<file path="src/standby_consts.svh">
// Register map, reset values and field positions of the standby controller
`ifndef STANDBY_CONSTS_SVH
`define STANDBY_CONSTS_SVH

`define OFF_STAB_STATUS   12'h000
`define OFF_STAB_SELECT   12'h004
`define OFF_STANDBY_CTRL  12'h008
`define OFF_STANDBY_STATE 12'h00C

`define SEL_W             3
`define SEL_RESET         3'h7
`define CTRL_LS_STOP_BIT  0
`define STAB_STEPS        8
`define STAB_BASE_DEF     8

`endif

</file>
<file path="src/standby_pkg.sv">
// Types shared by the standby controller
package standby_pkg;

  typedef enum logic [3:0] {
    ST_RUN  = 4'b0001,
    ST_HALT = 4'b0010,
    ST_STOP = 4'b0100,
    ST_WAIT = 4'b1000
  } mode_e;

  typedef struct packed {
    logic hs_sys;
    logic ih_osc;
    logic sub_osc;
    logic ls_osc;
  } osc_en_s;

endpackage

</file>
<file path="src/standby_mode_controller.sv">
// Halt / stop standby controller with stabilization wait and APB registers
//
// What this block does
// - Halt instruction stops the CPU clock
// - Running oscillators keep running during halt, low-speed one unless option set
// - Interrupt leaves halt at once, no wait
// - Stop instruction on main clock stops both high-speed oscillators
// - Interrupt releases stop mode
// - Crystal selected: wait stabilization after stop
// - Registers, flags and memory held in standby
// - Port latches and buffers held in standby
// - Halt allowed on main or subsystem clock
// - Option selects low-speed oscillator in standby
// - Counter status and time select registers
`include "standby_consts.svh"
`timescale 1ns/1ps
`default_nettype none

module standby_mode_controller #(
  parameter int STAB_BASE = `STAB_BASE_DEF
) (
  input  wire logic                  clk,
  input  wire logic                  reset,
  input  wire logic                  psel,
  input  wire logic                  penable,
  input  wire logic                  pwrite,
  input  wire logic [11:0]           paddr,
  input  wire logic [31:0]           pwdata,
  output logic [31:0]                prdata,
  output logic                       pready,
  output logic                       pslverr,
  input  wire logic                  halt_exec,
  input  wire logic                  stop_exec,
  input  wire logic                  irq_request,
  input  wire logic                  irq_enabled,
  input  wire logic                  cpu_on_subclock,
  input  wire logic                  external_crystal_clock,
  input  wire logic                  ls_stop_option,
  input  wire standby_pkg::osc_en_s  osc_run_req,
  output standby_pkg::osc_en_s       osc_en,
  output logic                       cpu_clk_en,
  output logic                       state_hold,
  output logic                       port_hold,
  output logic                       resume,
  output logic                       resume_to_service
);
  import standby_pkg::*;

  localparam int CW = STAB_BASE + `STAB_STEPS;

  mode_e                   mode_q;
  mode_e                   mode_d;
  logic [`SEL_W-1:0]       sel_q;
  logic                    ls_stop_q;
  logic                    opt_loaded_q;
  logic [CW-1:0]           cnt_q;
  logic [`STAB_STEPS-1:0]  elapsed;
  logic [31:0]             prdata_q;
  logic                    resume_q;
  logic                    to_service_q;
  osc_en_s                 osc_q;
  logic [CW-1:0]           wait_len_q;

  // Bus decode
  wire setup_rd  = psel & ~penable & ~pwrite;
  wire access_wr = psel & penable & pwrite;
  wire hit_stat  = paddr == `OFF_STAB_STATUS;
  wire hit_sel   = paddr == `OFF_STAB_SELECT;
  wire hit_ctrl  = paddr == `OFF_STANDBY_CTRL;
  wire hit_state = paddr == `OFF_STANDBY_STATE;
  wire mapped    = hit_stat | hit_sel | hit_ctrl | hit_state;

  wire [31:0] rd_mux = hit_stat  ? {{(32-`STAB_STEPS){1'b0}}, elapsed} :
                       hit_sel   ? {{(32-`SEL_W){1'b0}}, sel_q} :
                       hit_ctrl  ? {31'h0, ls_stop_q} :
                       hit_state ? {28'h0, mode_q} : 32'h0;

  // Mode decode
  wire in_run     = mode_q == ST_RUN;
  wire in_halt    = mode_q == ST_HALT;
  wire in_stop    = mode_q == ST_STOP;
  wire in_wait    = mode_q == ST_WAIT;
  wire standby    = in_halt | in_stop | in_wait;
  wire go_halt    = in_run & halt_exec;
  wire go_stop    = in_run & stop_exec & ~halt_exec & ~cpu_on_subclock;
  wire wake_halt  = in_halt & irq_request;
  wire wake_stop  = in_stop & irq_request;
  wire [CW-1:0] target = CW'(1) << (STAB_BASE + int'(sel_q));
  wire wait_done  = in_wait & (cnt_q >= target - CW'(1));
  wire to_run     = wake_halt | (wake_stop & ~external_crystal_clock) | wait_done;
  wire hs_off     = in_stop | go_stop;
  wire ls_off     = (standby | go_halt | go_stop) & ls_stop_q;

  genvar gi;
  generate
    for (gi = 0; gi < `STAB_STEPS; gi++) begin : g_elapsed
      assign elapsed[gi] = cnt_q >= (CW'(1) << (STAB_BASE + gi));
    end
  endgenerate

  always_comb begin
    mode_d = mode_q;
    case (mode_q)
      ST_RUN: begin
        if (go_halt) begin
          mode_d = ST_HALT;
        end else if (go_stop) begin
          mode_d = ST_STOP;
        end
      end
      ST_HALT: begin
        if (wake_halt) begin
          mode_d = ST_RUN;
        end
      end
      ST_STOP: begin
        if (wake_stop) begin
          mode_d = external_crystal_clock ? ST_WAIT : ST_RUN;
        end
      end
      ST_WAIT: begin
        if (wait_done) begin
          mode_d = ST_RUN;
        end
      end
      default: mode_d = ST_RUN;
    endcase
  end

  always_ff @(posedge clk) begin
    if (reset) begin
      mode_q <= ST_RUN;
    end else begin
      mode_q <= mode_d;
    end
  end

  // Stabilization counter restarts on stop entry and saturates
  always_ff @(posedge clk) begin
    if (reset) begin
      cnt_q <= '0;
    end else if (go_stop) begin
      cnt_q <= '0;
    end else if (in_wait && cnt_q != '1) begin
      cnt_q <= cnt_q + CW'(1);
    end
  end

  // Option strap is caught in the first cycle after reset release
  always_ff @(posedge clk) begin
    if (reset) begin
      ls_stop_q    <= 1'b0;
      opt_loaded_q <= 1'b0;
    end else if (!opt_loaded_q) begin
      ls_stop_q    <= ls_stop_option;
      opt_loaded_q <= 1'b1;
    end else if (access_wr && hit_ctrl) begin
      ls_stop_q    <= pwdata[`CTRL_LS_STOP_BIT];
    end
  end

  always_ff @(posedge clk) begin
    if (reset) begin
      sel_q <= `SEL_RESET;
    end else if (access_wr && hit_sel) begin
      sel_q <= pwdata[`SEL_W-1:0];
    end
  end

  // Oscillator enables follow the requests except where standby forces them off
  always_ff @(posedge clk) begin
    if (reset) begin
      osc_q <= '0;
    end else begin
      osc_q.hs_sys  <= osc_run_req.hs_sys & ~hs_off;
      osc_q.ih_osc  <= osc_run_req.ih_osc & ~hs_off;
      osc_q.sub_osc <= osc_run_req.sub_osc;
      osc_q.ls_osc  <= osc_run_req.ls_osc & ~ls_off;
    end
  end

  always_ff @(posedge clk) begin
    if (reset) begin
      resume_q     <= 1'b0;
      to_service_q <= 1'b0;
    end else begin
      resume_q     <= to_run;
      to_service_q <= to_run & irq_enabled;
    end
  end

  always_ff @(posedge clk) begin
    if (reset) begin
      prdata_q <= 32'h0;
    end else if (setup_rd) begin
      prdata_q <= rd_mux;
    end
  end

  // Independent count of WAIT cycles; only the wait-length check reads it
  always_ff @(posedge clk) begin
    if (reset) begin
      wait_len_q <= '0;
    end else if (wake_stop) begin
      wait_len_q <= '0;
    end else if (in_wait) begin
      wait_len_q <= wait_len_q + CW'(1);
    end
  end

  assign prdata            = prdata_q;
  assign pready            = 1'b1;
  assign pslverr           = psel & penable & ~mapped;
  assign osc_en            = osc_q;
  assign cpu_clk_en        = in_run;
  assign state_hold        = standby;
  assign port_hold         = standby;
  assign resume            = resume_q;
  assign resume_to_service = to_service_q;
endmodule

`default_nettype wire

</file>
<file path="config.mk">
export PLATFORM = sky130hd
export DESIGN_NAME = standby_mode_controller
export DESIGN_NICKNAME = d
export VERILOG_FILES = /design/src/standby_pkg.sv /design/src/standby_mode_controller.sv
export VERILOG_INCLUDE_DIRS = /design/src
export SDC_FILE = /design/constraint.sdc
export NUM_CORES = 1
export LEC_CHECK = 0
export ABC_AREA = 1
export BUFFER_PORTS_ARGS = -buffer_cell sky130_fd_sc_hd__buf_2
export CORE_ASPECT_RATIO = 0.75
export CORE_MARGIN = 2
export CORE_UTILIZATION = 50
export CTS_BUF_LIST = sky130_fd_sc_hd__clkbuf_4 sky130_fd_sc_hd__clkbuf_8
export DETAILED_ROUTE_END_ITERATION = 12
export PLACE_DENSITY = 0.93
export RECOVER_POWER = 100
export SLEW_MARGIN = 20
export SYNTH_ARGS = -nofsm -noshare
export SYNTH_HDL_FRONTEND = slang
export SYNTH_SLANG_ARGS = --single-unit
</file>
<file path="constraint.sdc">
create_clock -name clk -period 2.4 [get_ports clk]
set_clock_uncertainty 0.15 [all_clocks]
set_input_delay 0.36 -clock clk [delete_from_list [all_inputs] [get_ports clk]]
set_output_delay 0.36 -clock clk [all_outputs]
set_load 0.1 [all_outputs]
</file>
## Word-level counts from Yosys, hierarchy flattened

Index checks and enable logic that the tools add are counted.

- Add/sub/neg operators: 3
- $mul: 0
- Divide/modulo/power cells: 0
- Order comparisons: 9
- Equal/unequal tests: 13
- Shift-type cells: 1
- Mux-type cells: 14
- Bitwise logic cells: 36
- Reductions and logical operators: 6

Operators by type and width:

| cell | count |
|---|---|
| two-way mux 4 bit | 9 |
| == test 12 x 4 -> 1 bit (second input constant) | 2 |
| AND 1 bit | 18 |
| adder 16 x 1 -> 16 bit (second input constant) | 1 |
| greater-or-equal comparator 16 x 10 -> 1 bit (second input constant) | 1 |
| greater-or-equal comparator 16 x 11 -> 1 bit (second input constant) | 1 |
| greater-or-equal comparator 16 x 12 -> 1 bit (second input constant) | 1 |
| greater-or-equal comparator 16 x 13 -> 1 bit (second input constant) | 1 |
| greater-or-equal comparator 16 x 14 -> 1 bit (second input constant) | 1 |
| greater-or-equal comparator 16 x 15 -> 1 bit (second input constant) | 1 |
| greater-or-equal comparator 16 bit | 1 |
| greater-or-equal comparator 16 bit (second input constant) | 1 |
| greater-or-equal comparator 16 x 9 -> 1 bit (second input constant) | 1 |
| inequality test 16 bit (second input constant) | 1 |
| case mux 4 bit (4 select lines) | 1 |
| left shift 1 x 5 -> 16 bit (first input constant) | 1 |
| subtractor 16 x 1 -> 16 bit (second input constant) | 1 |
| == test 12 x 3 -> 1 bit (second input constant) | 1 |
| zero test 12 bit | 1 |
| bitwise OR 1 bit | 10 |
| two-way mux 8 bit | 1 |
| inequality test 2 x 1 -> 1 bit (second input constant) | 4 |
| inverter 1 bit | 8 |
| adder 4 x 3 -> 5 bit (first input constant) | 1 |
| 9 further kinds | 13 |

- Register bits after elaboration: 63
- Bits in latches: 0
- RAM bits: 0
- Bits in read-only memories: 0
- Input bits: 60
- Output and inout bits: 43
- Word-level logic and storage cells: 94
- Memories kept: 0

## Depth between registers and ports, before layout

Gate-level depths: netlist of run 1.

- Depth after elaboration: 8
- Gate-level depth with buffers: 13
- Depth with buffers taken out: 12

## Worst setup path before layout of run 1

No wires, ideal clock.

- Path type: input to output
- Start point: in paddr[7]
- End point: out pslverr
- Arrival time: 2.783 ns
- Required time: 1.890 ns
- Setup slack: -0.893 ns
- Stages: 4
- Path through: nor2_1 > nand2_1 > nor2_2 > a211oi_1

- Cells in the longest elaborated chain, start to end: 6
- Elaborated cells between the ends (all ways): 9

Ends and longest elaborated chain:

| what | RTL line | text |
|---|---|---|
| from (decl) | standby_mode_controller.sv:27 | `input wire logic [11:0] paddr,` |
| == test 12 x 3 -> 1 bit (no source line) or zero test 12 bit (tied branches) | - |  |
| bitwise OR 1 bit (2 in a row) | standby_mode_controller.sv:71 | `wire mapped = hit_stat \| hit_sel \| hit_ctrl \| hit_state;` |
| bitwise OR 1 bit (*) | standby_mode_controller.sv:71 |  |
| inverter 1 bit (*) | standby_mode_controller.sv:213 | `assign pslverr = psel & penable & ~mapped;` |
| AND 1 bit (*) | standby_mode_controller.sv:213 |  |
| to (decl) | standby_mode_controller.sv:31 | `output logic pslverr,` |

Every way passes the cells marked *; elsewhere a longest branch is shown, timed or not.

## Worst setup path after layout of run 1

- Start point: reg mode_q[2]
- End point: out port_hold

- Cells in the longest elaborated chain, start to end: 3
- Elaborated cells between the ends (all ways): 5

Ends and longest elaborated chain:

| what | RTL line | text |
|---|---|---|
| from (decl) | standby_mode_controller.sv:51 | `mode_e mode_q;` |
| from (signal assigned) | standby_mode_controller.sv:134 | `mode_q <= mode_d;` |
| == test 4 x 2 -> 1 bit or == test 4 x 3 -> 1 bit (tied branches) | standby_mode_controller.sv:80, standby_mode_controller.sv:81 |  |
| bitwise OR 1 bit | standby_mode_controller.sv:83 | `wire standby = in_halt \| in_stop \| in_wait;` |
| bitwise OR 1 bit (*) | standby_mode_controller.sv:83 |  |
| to (decl) | standby_mode_controller.sv:43 | `output logic port_hold,` |

Marked as above.

==> results by group, run 1 <==
Floorplan
  – Core footprint: ~0.005 mm²
  – Initial Util: 51.9%
  – Die X: 86.4 µm
  – Die height: 65.8 µm
  – # IOs: 103
  – Die area: 0.00568 mm²
  – Num rows: 22

Synthesis
  – Most frequent cells after synthesis: nand2_1 (96), inv_1 (40), dfxtp_1 (39)
  – Count leader, synth: nand2_1
  – Synth Area in Simple Gates: 34.2%
  – Compound-Gate Fraction of Synth Area: 10.9%
  – Ys async rst share: 0%
  – Xor-xnor portion of the synthesized cell area: 3.10%
  – Mapped cell area: 0.00254 mm²
  – Sequential-to-total area share from yosys stat: 30.7%
  – Synth Area per Inst: 6.75 µm²
  – Count of cell types in the netlist: 32
  – Synth area leader: dfxtp_1
  – Post-Syn Instances: ~380
  – Synth Warn #: 0
  – Synth Flop Type: dfxtp_1
  – Largest cells by area after synthesis: dfxtp_1 (31%), nand2_1 (14%), buf_4 (8.0%)
  – Main combinational cell family by area after synthesis: simple AND/OR/NAND/NOR gates
  – Adder-cell share of the synthesized area: 4.92%
  – Post-synth EDFFs: 0
  – Share of the synthesized area in the top cell type: around 31%
  – Mux share of post-synthesis cell area: 0%
  – Yosys reg bits: 39

Final layout
  – Post-Layout Cell Count: 488
  – Ant. Diodes: 0
  – Fillers: 477
  – Syn-to-layout area delta: 9.10%
  – Layout cells sized above 1: approximately an eighth
  – Register area: approximately 780 µm²
  – Multi-input gate area: 0.00144 mm²
  – Fin nets: 497

Critical path
  – Worst path buffer plus inverter count: 2
  – CP peak stage delay: 460 ps
  – CP max-delay cell: dfxtp_1
  – CP Cell Sequence: nand4_1 > inv_1 > nor2_1 > nand2_1 > buf_2
  – Worst setup path category: reg2out
  – Worst setup SP type: register
  – Top delay family on crit path: buffers and inverters
  – Crit. End Element: output pin
  – FF-to-FF Start: cnt_q[0]$_SDFFE_PP0P_
  – Critical path arrival: roughly 1800 ps
  – Worst r2r dst: cnt_q[2]$_SDFFE_PP0P_
  – Critical Path Fanout Max: 5
  – Worst setup path startpoint: mode_q[2]$_SDFFE_PP0P_
  – Req. time, crit path: between 1500 and 2000 ps
  – Setup slack, reg-to-reg: 190 ps
  – R2r worst-path depth: 8

Detailed routing
  – DRC Markers: 0
  – Via Count: 2,552
  – Initial DRC count: roughly 200
  – Per-cell routed wire length: around 12 µm
  – Via/cell ratio: 5.23
  – ANT nets after route: 0
  – Detailed Routing Iterations Pass 1: 5
  – Routed WL: 6080 µm

Flow run
  – Max Cap Viol: 0

STA
  – Hold Fails Final Rpt: 0
  – Achievable Freq: ~430 MHz
  – Setup TNS Final: 0 ps
  – # setup viols final: 0
  – WHS: 123 ps
  – Unrepaired setup endpoints after global routing: no
  – Least-Margin Pin Slew: ~1200 ps
  – Relative max-transition margin: 21.8%
  – Final Slew Violations: 0
  – Final Critical Period: 2310 ps
  – Period Utilization, post-route: 96.4%

Global routing
  – Largest net degree at the start of global routing: 19
  – Vias in the first global route: 2,254
  – Initial antenna violation count: 0
  – GRT Overall Usage: 21.2%
  – First-pass GRT wire length: 9620 µm
  – Remaining global-route overflow: 0

CTS
  – Post-CTS setup buffer count: 0
  – Clk_lat worst skew: 290 ps
  – Num CTS Buffers: 5
  – CTS tree: yes
  – H-Tree Level Count: 2
  – Clock Path Buffers: 2
  – Clock root cell: clkbuf_8
  – CTS Hold Bufs: 0
  – Clk sinks: 39
  – Clock slew at reported path FFs: around 80 ps
  – Resized cells post-CTS: 0

Hold path
  – Tightest Hold Check Type: in2reg
  – Worst Hold Launch: osc_run_req[1]
  – Sink of the worst hold path: osc_en[1]$_SDFF_PP0_
  – Hold path depth: 3

Power
  – PwrDens: 535 mW/mm²
  – Max IR drop VDD: 0.000369 V
  – P_leak: between 0.001 and 0.0015 µW

Outcome
  – Outcome: completed

Place
  – Port-buffer cells: 48
  – GP Congestion: 0.901
  – DP HPWL: roughly 4600 µm
  – Placed cell count: 480
routing by layer:
layer	vias up	global-route usage (%)	share of wire, %	wire, µm
met3	10	4.74	8.9	539
met2	112	35.3	46	2810
met4	0	6.84	1.2	75
met1	1162	27.5	44	2650
li1	1268	-	-	-
met5	-	0	0	0
layout by cell type (no fill, tap or decap), types with 3 or more instances in the layout:
| cell type | Yosys | layout |
|---|---|---|
| a21oi_1 | 30 | 31 |
| buf_2 | 0 | 31 |
| clkbuf_1 | 2 | 15 |
| clkbuf_2 | 0 | 3 |
| clkbuf_8 | 0 | 5 |
| conb_1 | 2 | 26 |
| dfxtp_1 | 39 | 39 |
| ha_1 | 10 | 10 |
| inv_1 | 40 | 40 |
| nand2_1 | 96 | 96 |
| nand3_1 | 29 | 29 |
| nand4_1 | 11 | 11 |
| nor2_1 | 36 | 38 |
| nor3_1 | 10 | 10 |
| o21ai_0 | 9 | 9 |
| xor2_1 | 8 | 8 |
power breakdown:
part	switching [µW]	leakage, µW	internal [µW]
registers	8.09	0.000316	658
logic	320	0.000930	44.5
clock network	227	0.0000491	227
total	555	0.00130	929
layout make-up:
type / count / share of cell area [%]
multi-input combinational: 288 / 51.7
sequential: 39 / 28.1
timing repair buffer: 50 / 8.43
inverter: 43 / 5.82
clock buffer: 7 / 3.02
tap: 60 / 2.71
clock inverter: 1 / 0.180
registers in the layout, summed over array words and instances, names as in the netlist:
name and count:
cnt_q 16, ls_stop_q 1, mode_q 4, opt_loaded_q 1
osc_en 4, prdata 8, resume 1, resume_to_service 1
sel_q 3
cells by family after synthesis:
kind of cell               after synthesis
AOI/OAI and AO/OA                       50
adders and majority gates               10
buffers and inverters                   74
other                                    2
DFF                                     39
xor gates and xnor gates                 9
and+or+nand+nor                        193
worst min-delay path, stage by stage:
cell    delay [ps]
buf_2           80
inv_1           30
nor2_1          70
how the worst max path moves through the flow:
stage,endpoint,depth (start not counted)
after floorplan,pslverr,4
after global placement,resume_to_service$_SDFF_PP0_,11
after detailed placement,cnt_q[2]$_SDFFE_PP0P_,8
after CTS,port_hold,5
after global routing,port_hold,6
final,port_hold,5
through the flow:
step	utilization [%]	setup slack, ps	power [µW]	area [µm²]
2_1_floorplan	-	17.5	1020	2640
3_3_place_gp	55.7	480	1040	2730
3_5_place_dp	55.7	414	1040	2730
4_1_cts	57.5	101	1490	2820
5_1_grt	56.6	16.4	1540	2780
6_report	56.6	86.0	1480	2780
No activity file was read; power rests on OpenSTA's default activity.
==> inputs of run 2 (changes only) <==
--- a/config.mk
+++ b/config.mk
@@ -6,14 +6,13 @@
 export SDC_FILE = /design/constraint.sdc
 export NUM_CORES = 1
 export LEC_CHECK = 0
-export ABC_AREA = 1
 export BUFFER_PORTS_ARGS = -buffer_cell sky130_fd_sc_hd__buf_2
 export CORE_ASPECT_RATIO = 0.75
 export CORE_MARGIN = 2
-export CORE_UTILIZATION = 50
+export CORE_UTILIZATION = 49
 export CTS_BUF_LIST = sky130_fd_sc_hd__clkbuf_4 sky130_fd_sc_hd__clkbuf_8
 export DETAILED_ROUTE_END_ITERATION = 12
-export PLACE_DENSITY = 0.93
+export PLACE_DENSITY_LB_ADDON = 0.25
 export RECOVER_POWER = 100
 export SLEW_MARGIN = 20
 export SYNTH_ARGS = -nofsm -noshare
==> results by group, run 2 <==
STA
  – Period Utilization, post-route: 96.8% (was 96.4%)
  – Unrepaired setup endpoints after global routing: no (unchanged)
  – Setup TNS Final: 0 ps (unchanged)
  – # setup viols final: 0 (unchanged)
  – Hold Fails Final Rpt: 0 (unchanged)
  – Final Critical Period: 2320 ps (was 2310 ps)
  – WHS: 119 ps (was 123 ps)
  – Relative max-transition margin: 21.6% (was 21.8%)
  – Least-Margin Pin Slew: 1180 ps (about the same)
  – Final Slew Violations: 0 (unchanged)
  – Achievable Freq: 431 MHz (was 432 MHz)

Synthesis
  – Synth area leader: dfxtp_1 (unchanged)
  – Synth Warn #: 0 (unchanged)
  – Count leader, synth: dfxtp_1 (was nand2_1)
  – Ys async rst share: 0% (unchanged)
  – Sequential-to-total area share from yosys stat: 32.7% (was 30.7%)
  – Mapped cell area: 0.00239 mm² (was 0.00254 mm²)
  – Post-synth EDFFs: 0 (unchanged)
  – Largest cells by area after synthesis: dfxtp_1 (33%), buf_4 (8.2%), ha_1 (5.2%) (was dfxtp_1 (31%), nand2_1 (14%), buf_4 (8.0%))
  – Count of cell types in the netlist: 48 (was 32)
  – Yosys reg bits: 39 (unchanged)
  – Synth Flop Type: dfxtp_1 (unchanged)
  – Post-Syn Instances: 299 (was 377)
  – Share of the synthesized area in the top cell type: 32.7% (was 30.7%)
  – Most frequent cells after synthesis: dfxtp_1 (39), nand2_1 (33), buf_4 (26) (was nand2_1 (96), inv_1 (40), dfxtp_1 (39))
  – Synth Area per Inst: 7.98 µm² (was 6.75 µm²)

Global routing
  – GRT Overall Usage: 21.0% (was 21.2%)
  – Largest net degree at the start of global routing: 16 (was 19)
  – Vias in the first global route: 2,018 (was 2,254)
  – Initial antenna violation count: 0 (unchanged)
  – First-pass GRT wire length: 9320 µm (was 9620 µm)
  – Remaining global-route overflow: 0 (unchanged)

Detailed routing
  – DRC Markers: 0 (unchanged)
  – ANT nets after route: 0 (unchanged)
  – Via/cell ratio: 5.58 (was 5.23)
  – Initial DRC count: 178 (was 197)
  – Per-cell routed wire length: 13.5 µm (was 12.5 µm)
  – Detailed Routing Iterations Pass 1: 5 (unchanged)
  – Via Count: 2,267 (was 2,552)
  – Routed WL: 5480 µm (was 6080 µm)

Floorplan
  – Num rows: 21 (was 22)
  – Die area: 0.00545 mm² (was 0.00568 mm²)
  – Core footprint: 0.00457 mm² (was 0.00490 mm²)
  – Die X: 84.6 µm (was 86.4 µm)
  – # IOs: 103 (unchanged)
  – Initial Util: 52.2% (was 51.9%)
  – Die height: 64.4 µm (was 65.8 µm)

Final layout
  – Final instance area: 0.00272 mm² (was 0.00278 mm²)
  – Max reg flops: 16 (unchanged)
  – Fin nets: 418 (was 497)
  – Top reg by flops: cnt_q (unchanged)
  – Ant. Diodes: 0 (unchanged)
  – Register area: 781 µm² (unchanged)
  – Syn-to-layout area delta: 13.8% (was 9.10%)
  – Post-Layout Cell Count: 406 (was 488)
  – Commonest non-fill, non-tap cells in the layout: dfxtp_1 (39), nand2_1 (33), buf_2 (29), conb_1 (26), o21ai_0 (22) (was nand2_1 (96), inv_1 (40), dfxtp_1 (39), nor2_1 (38))
  – Multi-input gate area: 0.00144 mm² (about the same)
  – Most common cell after layout, fill and taps aside: dfxtp_1 (was nand2_1)
  – Layout cells sized above 1: 16.3% (was 12.6%)
  – Fillers: 462 (was 477)

Critical path
  – Worst setup path startpoint: mode_q[0]$_SDFFE_PP1P_ (was mode_q[2]$_SDFFE_PP0P_)
  – CP Cell Sequence: or4b_4 > buf_4 > or3_1 > or4_1 > a21oi_1 (was nand4_1 > inv_1 > nor2_1 > nand2_1 > buf_2)
  – Worst setup SP type: register (unchanged)
  – Worst setup path category: reg2reg (was reg2out)
  – Critical Path Fanout Max: 8 (was 5)
  – R2r worst-path depth: 5 (was 8)
  – CP peak stage delay: 540 ps (was 460 ps)
  – CP Capture Point: cnt_q[10]$_SDFFE_PP0P_ (was port_hold)
  – Req. time, crit path: 2490 ps (was 1890 ps)
  – FF-to-FF Start: mode_q[0]$_SDFFE_PP1P_ (was cnt_q[0]$_SDFFE_PP0P_)
  – Setup slack, reg-to-reg: 80 ps (was 190 ps)
  – Worst r2r dst: cnt_q[10]$_SDFFE_PP0P_ (was cnt_q[2]$_SDFFE_PP0P_)
  – Crit. End Element: register (was output pin)
  – Critical path arrival: 2410 ps (was 1800 ps)
  – CP max-delay cell: or4b_4 (was dfxtp_1)

CTS
  – Resized cells post-CTS: 1 (was 0)
  – Clk_lat worst skew: 300 ps (was 290 ps)
  – H-Tree Level Count: 2 (unchanged)
  – Clock root cell: clkbuf_8 (unchanged)
  – Num CTS Buffers: 5 (unchanged)
  – Clock slew at reported path FFs: 90 ps (was 80 ps)
  – Post-CTS setup buffer count: 0 (unchanged)
  – Clock Path Buffers: 2 (unchanged)
  – CTS tree: yes (unchanged)
  – Clk sinks: 39 (unchanged)
  – CTS Hold Bufs: 0 (unchanged)

Power
  – Tot Pwr: 1510 µW (was 1480 µW)
  – P_leak: 0.00107 µW (was 0.00130 µW)
  – Max IR drop VDD: 0.000355 V (was 0.000369 V)
  – PwrDens: 557 mW/mm² (was 535 mW/mm²)

Place
  – Area post-placement: 0.00265 mm² (was 0.00273 mm²)
  – Port-buffer cells: 48 (unchanged)
  – DP HPWL: 4100 µm (was 4640 µm)
  – GP Congestion: 0.828 (was 0.901)
  – Placed cell count: 398 (was 480)

Hold path
  – Worst Hold Launch: osc_run_req[1] (unchanged)
  – Tightest Hold Check Type: in2reg (unchanged)

Outcome
  – Outcome: completed (unchanged)

Flow run
  – Max Cap Viol: 0 (unchanged)
## run 2: changes by cell type after synthesis, sizes merged, moves of 5 or more
cell    delta
xor2       -7
nand2b     +7
inv       -30
nand3     -18
or4        +8
nor4b      +5
o21ai     +13
nand2     -64
nor3       -7
nor4       +6
clkbuf    +11
a21oi     -11
o31ai      +5
nor2      -29
## run 2: metrics by stage
step | worst slack [ps] | util [%]
finish | 77.9 | 59.4
global route | 3.39 | 59.4
CTS | 80.4 | 60.0
detailed placement | 7.00 | 58.0
global placement | 29.8 | 57.9
floorplan | -248 | -
## run 2: metal layers
layer,wire length [µm],track usage [%],vias to the layer above
met5,0,0,-
met4,55,4.76,0
met3,423,5.10,7
met2,2300,33.4,71
met1,2700,29.1,1033
li1,-,-,1156
## run 2: critical path, delay by kind of cell (launching register included)
family	cells	cell delay (ps)
flops	1	320
buf+inv	1	170
simple gates	3	1480
compound gates	1	150
## run 2: worst min-delay path by stage
stage / cells past startpoint / slack [ps] / end
finish: 2 / 120 / osc_en[1]$_SDFF_PP0_
global route: 3 / 120 / osc_en[0]$_SDFF_PP0_
CTS: 3 / 120 / osc_en[0]$_SDFF_PP0_
detailed placement: 1 / 290 / prdata[3]$_SDFFE_PP0P_
global placement: 1 / 280 / prdata[3]$_SDFFE_PP0P_
floorplan: 1 / 270 / osc_en[0]$_SDFF_PP0_
## run 2: where the power goes
part | switching (µW) | internal, µW | total [µW] | leakage [µW]
clock network | 249 | 202 | 452 | 0.0000402
logic | 334 | 64.2 | 398 | 0.000711
registers | 4.77 | 658 | 662 | 0.000316
## run 2: cells by family after synthesis
| kind of cell | count (synthesis) | share of synthesized area (%) |
|---|---|---|
| compound gates | 79 | 21.3 |
| xor+xnor | 1 | 0.367 |
| fa+ha+maj | 10 | 5.24 |
| buf+inv | 52 | 12.3 |
| flops | 39 | 32.7 |
| mux | 4 | 1.68 |
| other cells | 2 | 0.315 |
| simple gates | 112 | 26.0 |
## run 2: layout make-up
class	instances	area share [%]
Tap cell	57	2.63
Sequential cell	39	28.7
Inverter	11	1.52
Clock buffer	5	2.53
Clock inverter	3	0.737
Timing Repair Buffer	59	10.9
Multi-Input combinational cell	232	52.9
